===== src/common/icc_pkg.sv =====
package icc_pkg;

    // Register byte offsets on APB
    localparam logic [11:0] CTRL_OFFSET      = 12'h000;
    localparam logic [11:0] BUF_OFFSET       = 12'h004;
    localparam logic [11:0] IRQ_STAT_OFFSET  = 12'h008;
    localparam logic [11:0] IRQ_EN_OFFSET    = 12'h00c;
    localparam logic [11:0] IRQ_CLR_OFFSET   = 12'h010;

    // Control register field positions
    localparam int MODE_LSB   = 0;
    localparam int BNE_BIT    = 3;
    localparam int OV_BIT     = 4;
    localparam int CPI_LSB    = 5;
    localparam int TMRSEL_BIT = 7;
    localparam int SIDL_BIT   = 13;

    // Interrupt status bit positions
    localparam int IRQ_CAP_BIT  = 0;
    localparam int IRQ_OV_BIT   = 1;
    localparam int IRQ_WAKE_BIT = 2;
    localparam int IRQ_BITS     = 3;

    localparam logic [15:0] CTRL_RESET     = 16'h0000;
    localparam logic [15:0] CTRL_WMASK     = 16'h20e7;
    localparam logic [2:0]  IRQ_EN_RESET   = 3'h0;

    // Buffer depth
    localparam int          BUF_DEPTH  = 4;
    localparam int          PTR_W      = 2;
    localparam logic [2:0]  CNT_FULL   = 3'h4;

    localparam logic [3:0]  PRESC_16_LAST = 4'hf;
    localparam logic [3:0]  PRESC_4_LAST  = 4'h3;

    typedef enum logic [2:0] {
        ICC_MODE_OFF     = 3'b000,
        ICC_MODE_BOTH    = 3'b001,
        ICC_MODE_FALL    = 3'b010,
        ICC_MODE_RISE    = 3'b011,
        ICC_MODE_RISE4   = 3'b100,
        ICC_MODE_RISE16  = 3'b101,
        ICC_MODE_UNUSED  = 3'b110,
        ICC_MODE_WAKE    = 3'b111
    } icc_mode_t;

endpackage


===== src/logic/icc_top.sv =====
// The register offsets and the APB slave port are this design's own decisions.
`timescale 1ns/1ns
//Contract
// - Interrupt after 1, 2, 3 or 4 captures per grouping field code; mode 001 interrupts on every capture.
// - Read-only overflow flag set when capture arrives with buffer full.
// - Read-only flag high while any captured value remains unread.
// - Mode 111: wake interrupt on rising edges only, other controls ignored.
// - Mode 110: channel disabled, no captures and no interrupts.
// - Mode 101: capture on every 16th rising edge via prescaler.
module icc_top (
    input  wire logic        sys_clk,
    input  wire logic        rst,
    input  wire logic        psel,
    input  wire logic        penable,
    input  wire logic        pwrite,
    input  wire logic [11:0] paddr,
    input  wire logic [31:0] pwdata,
    output logic      [31:0] prdata,
    output logic             pready,
    output logic             pslverr,
    input  wire logic        capture_pin,
    input  wire logic [15:0] timer_a,
    input  wire logic [15:0] timer_b,
    input  wire logic        cpu_idle,
    output logic             irq
);

    typedef struct packed {
        logic [15:0]                 ctrl;
        logic [icc_pkg::IRQ_BITS-1:0] irq_stat;
        logic [icc_pkg::IRQ_BITS-1:0] irq_en;
        logic [icc_pkg::PTR_W-1:0]   wptr;
        logic [icc_pkg::PTR_W-1:0]   rptr;
        logic [2:0]                  count;
        logic                        ovf;
        logic [3:0]                  presc;
        logic [1:0]                  grp;
        logic                        pin_q;
        logic                        rd_pend;
        logic                        rd_avail;
        logic [31:0]                 prdata;
        logic                        pready;
        logic                        pslverr;
        logic                        irq;
    } icc_state_t;

    icc_state_t st;
    icc_state_t next_st;

    logic [15:0] mem_rd;
    logic        mem_wr;
    logic [15:0] cap_val;

    function automatic logic sel(input logic [11:0] a, input logic [11:0] off);
        return a == off;
    endfunction

    icc_buf_mem u_mem (
        .sys_clk (sys_clk),
        .wr_en   (mem_wr),
        .wr_addr (st.wptr),
        .wr_data (cap_val),
        .rd_addr (next_st.rptr),
        .rd_data (mem_rd)
    );

    assign cap_val = st.ctrl[icc_pkg::TMRSEL_BIT] ? timer_b : timer_a;

    always_comb begin
        logic [2:0] mode;
        logic       rise;
        logic       fall;
        logic       edge_hit;
        logic       cap;
        logic       pop;
        logic       acc;
        logic       halted;
        logic       grp_done;
        logic       wake;
        mode     = 3'h0;
        rise     = 1'b0;
        fall     = 1'b0;
        edge_hit = 1'b0;
        cap      = 1'b0;
        pop      = 1'b0;
        acc      = 1'b0;
        halted   = 1'b0;
        grp_done = 1'b0;
        wake     = 1'b0;
        next_st  = st;
        mem_wr   = 1'b0;

        mode   = st.ctrl[icc_pkg::MODE_LSB +: 3];
        rise   = capture_pin & ~st.pin_q;
        fall   = ~capture_pin & st.pin_q;
        halted = cpu_idle & st.ctrl[icc_pkg::SIDL_BIT];
        next_st.pin_q = capture_pin;

        unique case (icc_pkg::icc_mode_t'(mode))
            icc_pkg::ICC_MODE_OFF:    next_st.presc = 4'h0;
            icc_pkg::ICC_MODE_BOTH:   edge_hit = rise | fall;
            icc_pkg::ICC_MODE_FALL:   edge_hit = fall;
            icc_pkg::ICC_MODE_RISE:   edge_hit = rise;
            icc_pkg::ICC_MODE_RISE4: begin
                if (rise) begin
                    edge_hit = st.presc[1:0] == icc_pkg::PRESC_4_LAST[1:0];
                    next_st.presc = st.presc + 4'h1;
                end
            end
            icc_pkg::ICC_MODE_RISE16: begin
                if (rise) begin
                    edge_hit = st.presc == icc_pkg::PRESC_16_LAST;
                    next_st.presc = st.presc + 4'h1;
                end
            end
            icc_pkg::ICC_MODE_UNUSED: next_st.presc = 4'h0;
            icc_pkg::ICC_MODE_WAKE: begin
                wake = rise;
            end
        endcase
        cap = edge_hit & ~halted;

        // APB access phase, two wait states for reads (one for writes) so buffer data is ready
        acc = psel & penable & ~st.pready;
        next_st.pready  = 1'b0;
        next_st.pslverr = 1'b0;
        if (acc) begin
            if (pwrite) begin
                next_st.pready = 1'b1;
                if (sel(paddr, icc_pkg::CTRL_OFFSET)) begin
                    next_st.ctrl = (st.ctrl & ~icc_pkg::CTRL_WMASK)
                                 | (pwdata[15:0] & icc_pkg::CTRL_WMASK);
                end else if (sel(paddr, icc_pkg::IRQ_EN_OFFSET)) begin
                    next_st.irq_en = pwdata[icc_pkg::IRQ_BITS-1:0];
                end else if (sel(paddr, icc_pkg::IRQ_CLR_OFFSET)) begin
                    next_st.irq_stat = st.irq_stat & ~pwdata[icc_pkg::IRQ_BITS-1:0];
                end else if (!sel(paddr, icc_pkg::BUF_OFFSET)
                             && !sel(paddr, icc_pkg::IRQ_STAT_OFFSET)) begin
                    next_st.pslverr = 1'b1;
                end
            end else if (!st.rd_pend) begin
                next_st.rd_pend  = 1'b1;
                // Only data stored before the read began is already in mem_rd
                next_st.rd_avail = st.count != 3'h0;
            end else begin
                next_st.rd_pend = 1'b0;
                next_st.pready  = 1'b1;
                next_st.prdata  = 32'h0000_0000;
                if (sel(paddr, icc_pkg::CTRL_OFFSET)) begin
                    next_st.prdata[15:0] = st.ctrl;
                    next_st.prdata[icc_pkg::OV_BIT]  = st.ovf;
                    next_st.prdata[icc_pkg::BNE_BIT] = st.count != 3'h0;
                end else if (sel(paddr, icc_pkg::BUF_OFFSET)) begin
                    next_st.prdata[15:0] = mem_rd;
                    pop = st.rd_avail;
                end else if (sel(paddr, icc_pkg::IRQ_STAT_OFFSET)) begin
                    next_st.prdata[icc_pkg::IRQ_BITS-1:0] = st.irq_stat;
                end else if (sel(paddr, icc_pkg::IRQ_EN_OFFSET)) begin
                    next_st.prdata[icc_pkg::IRQ_BITS-1:0] = st.irq_en;
                end else if (!sel(paddr, icc_pkg::IRQ_CLR_OFFSET)) begin
                    next_st.pslverr = 1'b1;
                end
            end
        end

        if (pop) begin
            next_st.rptr = st.rptr + 2'h1;
        end
        if (cap) begin
            if (st.count == icc_pkg::CNT_FULL && !pop) begin
                next_st.ovf = 1'b1;
                next_st.irq_stat[icc_pkg::IRQ_OV_BIT] = 1'b1;
            end else begin
                mem_wr = 1'b1;
                next_st.wptr = st.wptr + 2'h1;
            end
        end
        next_st.count = st.count + {2'h0, mem_wr} - {2'h0, pop};
        // Overflow clears once software drains the buffer or turns it off
        if (st.ovf && (next_st.count == 3'h0 || mode == icc_pkg::ICC_MODE_OFF)) begin
            next_st.ovf = 1'b0;
        end
        if (mode == icc_pkg::ICC_MODE_OFF) begin
            next_st.wptr  = 2'h0;
            next_st.rptr  = 2'h0;
            next_st.count = 3'h0;
            next_st.grp   = 2'h0;
        end

        if (cap) begin
            grp_done = (mode == icc_pkg::ICC_MODE_BOTH)
                    || (st.grp == st.ctrl[icc_pkg::CPI_LSB +: 2]);
            next_st.grp = grp_done ? 2'h0 : st.grp + 2'h1;
            if (grp_done) begin
                next_st.irq_stat[icc_pkg::IRQ_CAP_BIT] = 1'b1;
            end
        end
        // Set after the clear write so a same-cycle wake event wins
        if (wake) begin
            next_st.irq_stat[icc_pkg::IRQ_WAKE_BIT] = 1'b1;
        end

        next_st.irq = |(next_st.irq_stat & next_st.irq_en);
    end

    always_ff @(posedge sys_clk or posedge rst) begin
        if (rst) begin
            st        <= '0;
            st.ctrl   <= icc_pkg::CTRL_RESET;
            st.irq_en <= icc_pkg::IRQ_EN_RESET;
        end else begin
            st <= next_st;
        end
    end

    assign prdata  = st.prdata;
    assign pready  = st.pready;
    assign pslverr = st.pslverr;
    assign irq     = st.irq;

endmodule


===== src/logic/icc_buf_mem.sv =====
`timescale 1ns/1ns
module icc_buf_mem (
    input  wire logic                      sys_clk,
    input  wire logic                      wr_en,
    input  wire logic [icc_pkg::PTR_W-1:0] wr_addr,
    input  wire logic [15:0]               wr_data,
    input  wire logic [icc_pkg::PTR_W-1:0] rd_addr,
    output logic      [15:0]               rd_data
);
    logic [15:0] mem [icc_pkg::BUF_DEPTH];

    always_ff @(posedge sys_clk) begin
        if (wr_en) begin
            mem[wr_addr] <= wr_data;
        end
        rd_data <= mem[rd_addr];
    end
endmodule


===== config.mk =====
export PLATFORM = sky130hd
export DESIGN_NAME = icc_top
export DESIGN_NICKNAME = d
export VERILOG_FILES = /design/src/common/icc_pkg.sv /design/src/logic/icc_top.sv /design/src/logic/icc_buf_mem.sv
export SDC_FILE = /design/constraint.sdc
export NUM_CORES = 1
export LEC_CHECK = 0
export ABC_AREA = 1
export ABC_CLOCK_PERIOD_IN_PS = 5600
export BUFFER_PORTS_ARGS = -buffer_cell sky130_fd_sc_hd__clkbuf_2
export CAP_MARGIN = 10
export CELL_PAD_IN_SITES_DETAIL_PLACEMENT = 0
export CELL_PAD_IN_SITES_GLOBAL_PLACEMENT = 1
export CORE_MARGIN = 4
export CORE_UTILIZATION = 46
export DETAILED_ROUTE_END_ITERATION = 12
export HOLD_SLACK_MARGIN = 0.06
export PLACE_DENSITY = 0.81
export SYNTH_ARGS = -nofsm -noshare
export SYNTH_HDL_FRONTEND = slang
export SYNTH_SLANG_ARGS = --single-unit
export TNS_END_PERCENT = 100

===== constraint.sdc =====
create_clock -name sys_clk -period 5.6 [get_ports sys_clk]
set_input_delay 1.12 -clock sys_clk [delete_from_list [all_inputs] [get_ports sys_clk]]
set_output_delay 1.12 -clock sys_clk [all_outputs]
set_load 0.01 [all_outputs]

==> out/qor.tcl <==
set qor(drt_pass1_iterations) 4
set qor(die_area_um2) 15600
set qor(num_vias) 4310
set qor(worst_ep_required_time_ns) 5.89
set qor(std_cell_rows) 42
set qor(power_per_cell_area_nw_per_um2) 306
set qor(data_arrival_time_at_the_worst_slack_endpoint_ns) 3.86
set qor(post_cts_buffers) 0
set qor(status) {finished clean}
set qor(gp_routability_congestion) 0.856
set qor(overall_routing_resource_usage_pct) 16.6
set qor(cts_tree) {yes}
set qor(finalNetCount) 787
set qor(worstSkewPairLatency_ns) 0.41
set qor(final_antenna_net_count) 0
set qor(timing.fmax_mhz) 280
set qor(synth_async_sr_flop_share_pct) 38.0
set qor(max-clock-path-buffers) 2
set qor(core_region_area_um2) 13300
set qor(ctsResizeCount) 0
set qor(first_pass_grt_wire_length_um) 20700
set qor(synth_ff_type) {sky130_fd_sc_hd__edfxtp_1}
set qor(pin_count) 118
set qor(synth-edff-count) 64
set qor(start_util_pct) 47.2
set qor(layout.cells.non_filler) 883
set qor(max-vdd-ir-drop_mv) 0.241
set qor(nFillCells) 1166
set qor(rsz0062_at_grt) {false}
set qor(timing.final.max_slew_violations) 0
set qor(worst-setup-path-type) {input port to flip-flop}
set qor(chipWidth_um) 125
set qor(initialDrtViolationCount) 304
set qor(layout_min_cycle_time_ns) 3.57
set qor(grt_start_max_net_pins) 50
set qor(grt-ovfl-total) 0
set qor(grt_pass1_vias) 4325
set qor(synthesis.yosys.warnings) 0
set qor(buffer_ports.inserted) 76
set qor(timing.final.crit_share_pct) 63.7
set qor(slew_headroom_pct) 32.5
set qor(layout-drive-gt1-share_pct) 23.6
set qor(end_kind) {flip-flop}
set qor(wire_per_inst_um) 14.0
set qor(netlist-cell-type-count) 45
set qor(maxCapViolations) 0
set qor(insertedDiodeCount) 0
set qor(htree_levels) 4
set qor(post_synth.cell_area_avg_um2) 9.83
set qor(final-seq-area_um2) 3470
set qor(setup_viol) 0
set qor(drc) 0
set qor(wirelength_um) 12400
set qor(area_growth_syn_to_layout_pct) 14.0
set qor(crit_path_max_fanout) 9
set qor(cts-root-buf) {sky130_fd_sc_hd__clkbuf_16}
set qor(postSynthRegisterBits) 129
set qor(fin_worst_hold_slack_ns) 0.452
set qor(multi_input_comb_area_um2) 2080
set qor(grt_antenna_before_repair) 0
set qor(category_of_the_worst_setup_path_launch_point) {input port}
set qor(dp.final_hpwl_um) 8350
set qor(synth_sequential_area_ratio_pct) 55.3
set qor(hold_path_class) {flip-flop to flip-flop}
set qor(hold_violations) 0
set qor(avgViaCountPerCell) 4.88
set qor(floorplan.die.height_um) 125
set qor(p_leak_nw) 3.40
set qor(cts_hold_repair.buffers) 0
set qor(finClkSkew_ns) 0.00841
set qor(clkTransAtPathRegs_ns) 0.06
set qor(tns_ns) 0
set qor(cts_made_buffers) 17
set qor(power_total_mw) 2.18
set qor(dp.cells) 851
set qor(tritoncts_num_sinks) 129
set qor(synth_cells) 638
set qor(worst-slew-pin-transition_ns) 1.01
set qor(mappedNetlistArea_um2) 6270
-- flip-flops by register name, indices dropped and copies added, names as in the netlist --
signal	cells
pready	1
pslverr	1
u_mem.mem	64
st	30
prdata	16
irq	1
u_mem.rd_data	16
-- power breakdown --
group,internal [mW],switching (mW),total (mW)
combinational,0.0473,0.0684,0.116
sequential,1.02,0.0187,1.04
clock,0.612,0.420,1.03
total,1.68,0.507,2.18
-- cell families (layout without fill, tap and decap cells) --
family | after synthesis | in the layout | share of synthesized area, %
other cells | 1 | 16 | 0.0598
flops | 129 | 129 | 55.3
xor+xnor | 4 | 4 | 0.559
mux | 20 | 20 | 3.59
simple gates | 261 | 261 | 21.8
fa+ha+maj | 10 | 10 | 2.12
buf+inv | 169 | 223 | 12.6
compound gates | 44 | 44 | 4.01
-- cell usage after synthesis, drive strengths merged, types with 2 or more instances --
library cell,number,area [um^2]
nand3b,3,22.5
nand3,62,400
nand2,114,450
nor2,34,180
a31oi,6,37.5
dfrtp,49,1230
clkbuf,8,30.0
ha,9,113
o31ai,2,15.0
nor3,8,45.0
mux2,20,225
edfxtp,64,1920
xnor2,3,26.3
o21ai,24,120
inv,115,432
a21oi,9,48.8
buf,46,327
nand4,36,240
dfxtp,16,320
-- worst paths after layout --
path	startpoint	end	slack [ns]	cells after the start
min in group asynchronous	rst	st[41]	0.93	2
setup / recovery	capture_pin	st[44]	2.03	18
max in group asynchronous	rst	pslverr	4.04	2
setup reg to reg	st[37]	st[44]	2.44	17
hold reg to reg	u_mem.rd_data[9]	prdata[9]	0.45	2
hold / removal	u_mem.rd_data[9]	prdata[9]	0.45	2
-- routing by layer --
layer	GRT usage, %	vias to the layer above	wire, um
li1	-	2158	-
met1	20.1	2029	5460
met2	27.8	112	6030
met3	5.62	11	771
met4	5.80	0	140
met5	0	-	0
-- area by class of cell --
cell class | count | area share (%)
clock inverter | 12 | 1.37
inverter | 115 | 6.04
multi-input combinational | 355 | 29.1
tap | 176 | 3.08
sequential | 129 | 48.5
clock buffer | 20 | 6.55
timing repair buffer | 76 | 5.32
-- through the flow --
step / util [%] / instance area, um^2 / setup WS, ns
detailed placement: 49.5 / 6580 / 1.60
floorplan: - / 6330 / 2.16
global route: 53.7 / 7150 / 1.70
finish: 53.7 / 7150 / 2.03
CTS: 53.7 / 7150 / 2.03
global placement: 49.5 / 6580 / 1.72
-- worst max-delay path, stage by stage --
cell,delay [ns]
sky130_fd_sc_hd__clkbuf_2,0.11
sky130_fd_sc_hd__inv_1,0.05
sky130_fd_sc_hd__ha_1,0.27
sky130_fd_sc_hd__nand3b_1,0.15
sky130_fd_sc_hd__nand3_1,0.08
sky130_fd_sc_hd__nand2_1,0.06
sky130_fd_sc_hd__a21boi_2,0.24
sky130_fd_sc_hd__nand2_1,0.30
sky130_fd_sc_hd__ha_1,0.37
sky130_fd_sc_hd__inv_1,0.06
sky130_fd_sc_hd__ha_1,0.13
sky130_fd_sc_hd__inv_1,0.05
sky130_fd_sc_hd__fa_1,0.39
sky130_fd_sc_hd__a21o_1,0.17
sky130_fd_sc_hd__nand3_1,0.06
sky130_fd_sc_hd__inv_1,0.08
sky130_fd_sc_hd__o21ai_1,0.11
sky130_fd_sc_hd__o21ai_1,0.07
-- cells in the final DEF (no fill, tap or decap), types with 4 or more instances in the layout --
cell	count
sky130_fd_sc_hd__a21oi_1	8
sky130_fd_sc_hd__a31oi_1	6
sky130_fd_sc_hd__clkbuf_16	18
sky130_fd_sc_hd__clkbuf_2	76
sky130_fd_sc_hd__clkinv_4	5
sky130_fd_sc_hd__conb_1	16
sky130_fd_sc_hd__dfrtp_1	49
sky130_fd_sc_hd__dfxtp_1	16
sky130_fd_sc_hd__edfxtp_1	64
sky130_fd_sc_hd__ha_1	9
sky130_fd_sc_hd__inv_1	107
sky130_fd_sc_hd__inv_2	8
sky130_fd_sc_hd__mux2_1	4
sky130_fd_sc_hd__mux2_2	16
sky130_fd_sc_hd__nand2_1	109
sky130_fd_sc_hd__nand3_1	47
sky130_fd_sc_hd__nand3_2	13
sky130_fd_sc_hd__nand4_1	35
sky130_fd_sc_hd__nor2_1	24
sky130_fd_sc_hd__nor2_2	6
sky130_fd_sc_hd__nor3_1	7
sky130_fd_sc_hd__o21ai_0	17
sky130_fd_sc_hd__o21ai_1	7
(Power assumes the default switching activity.)
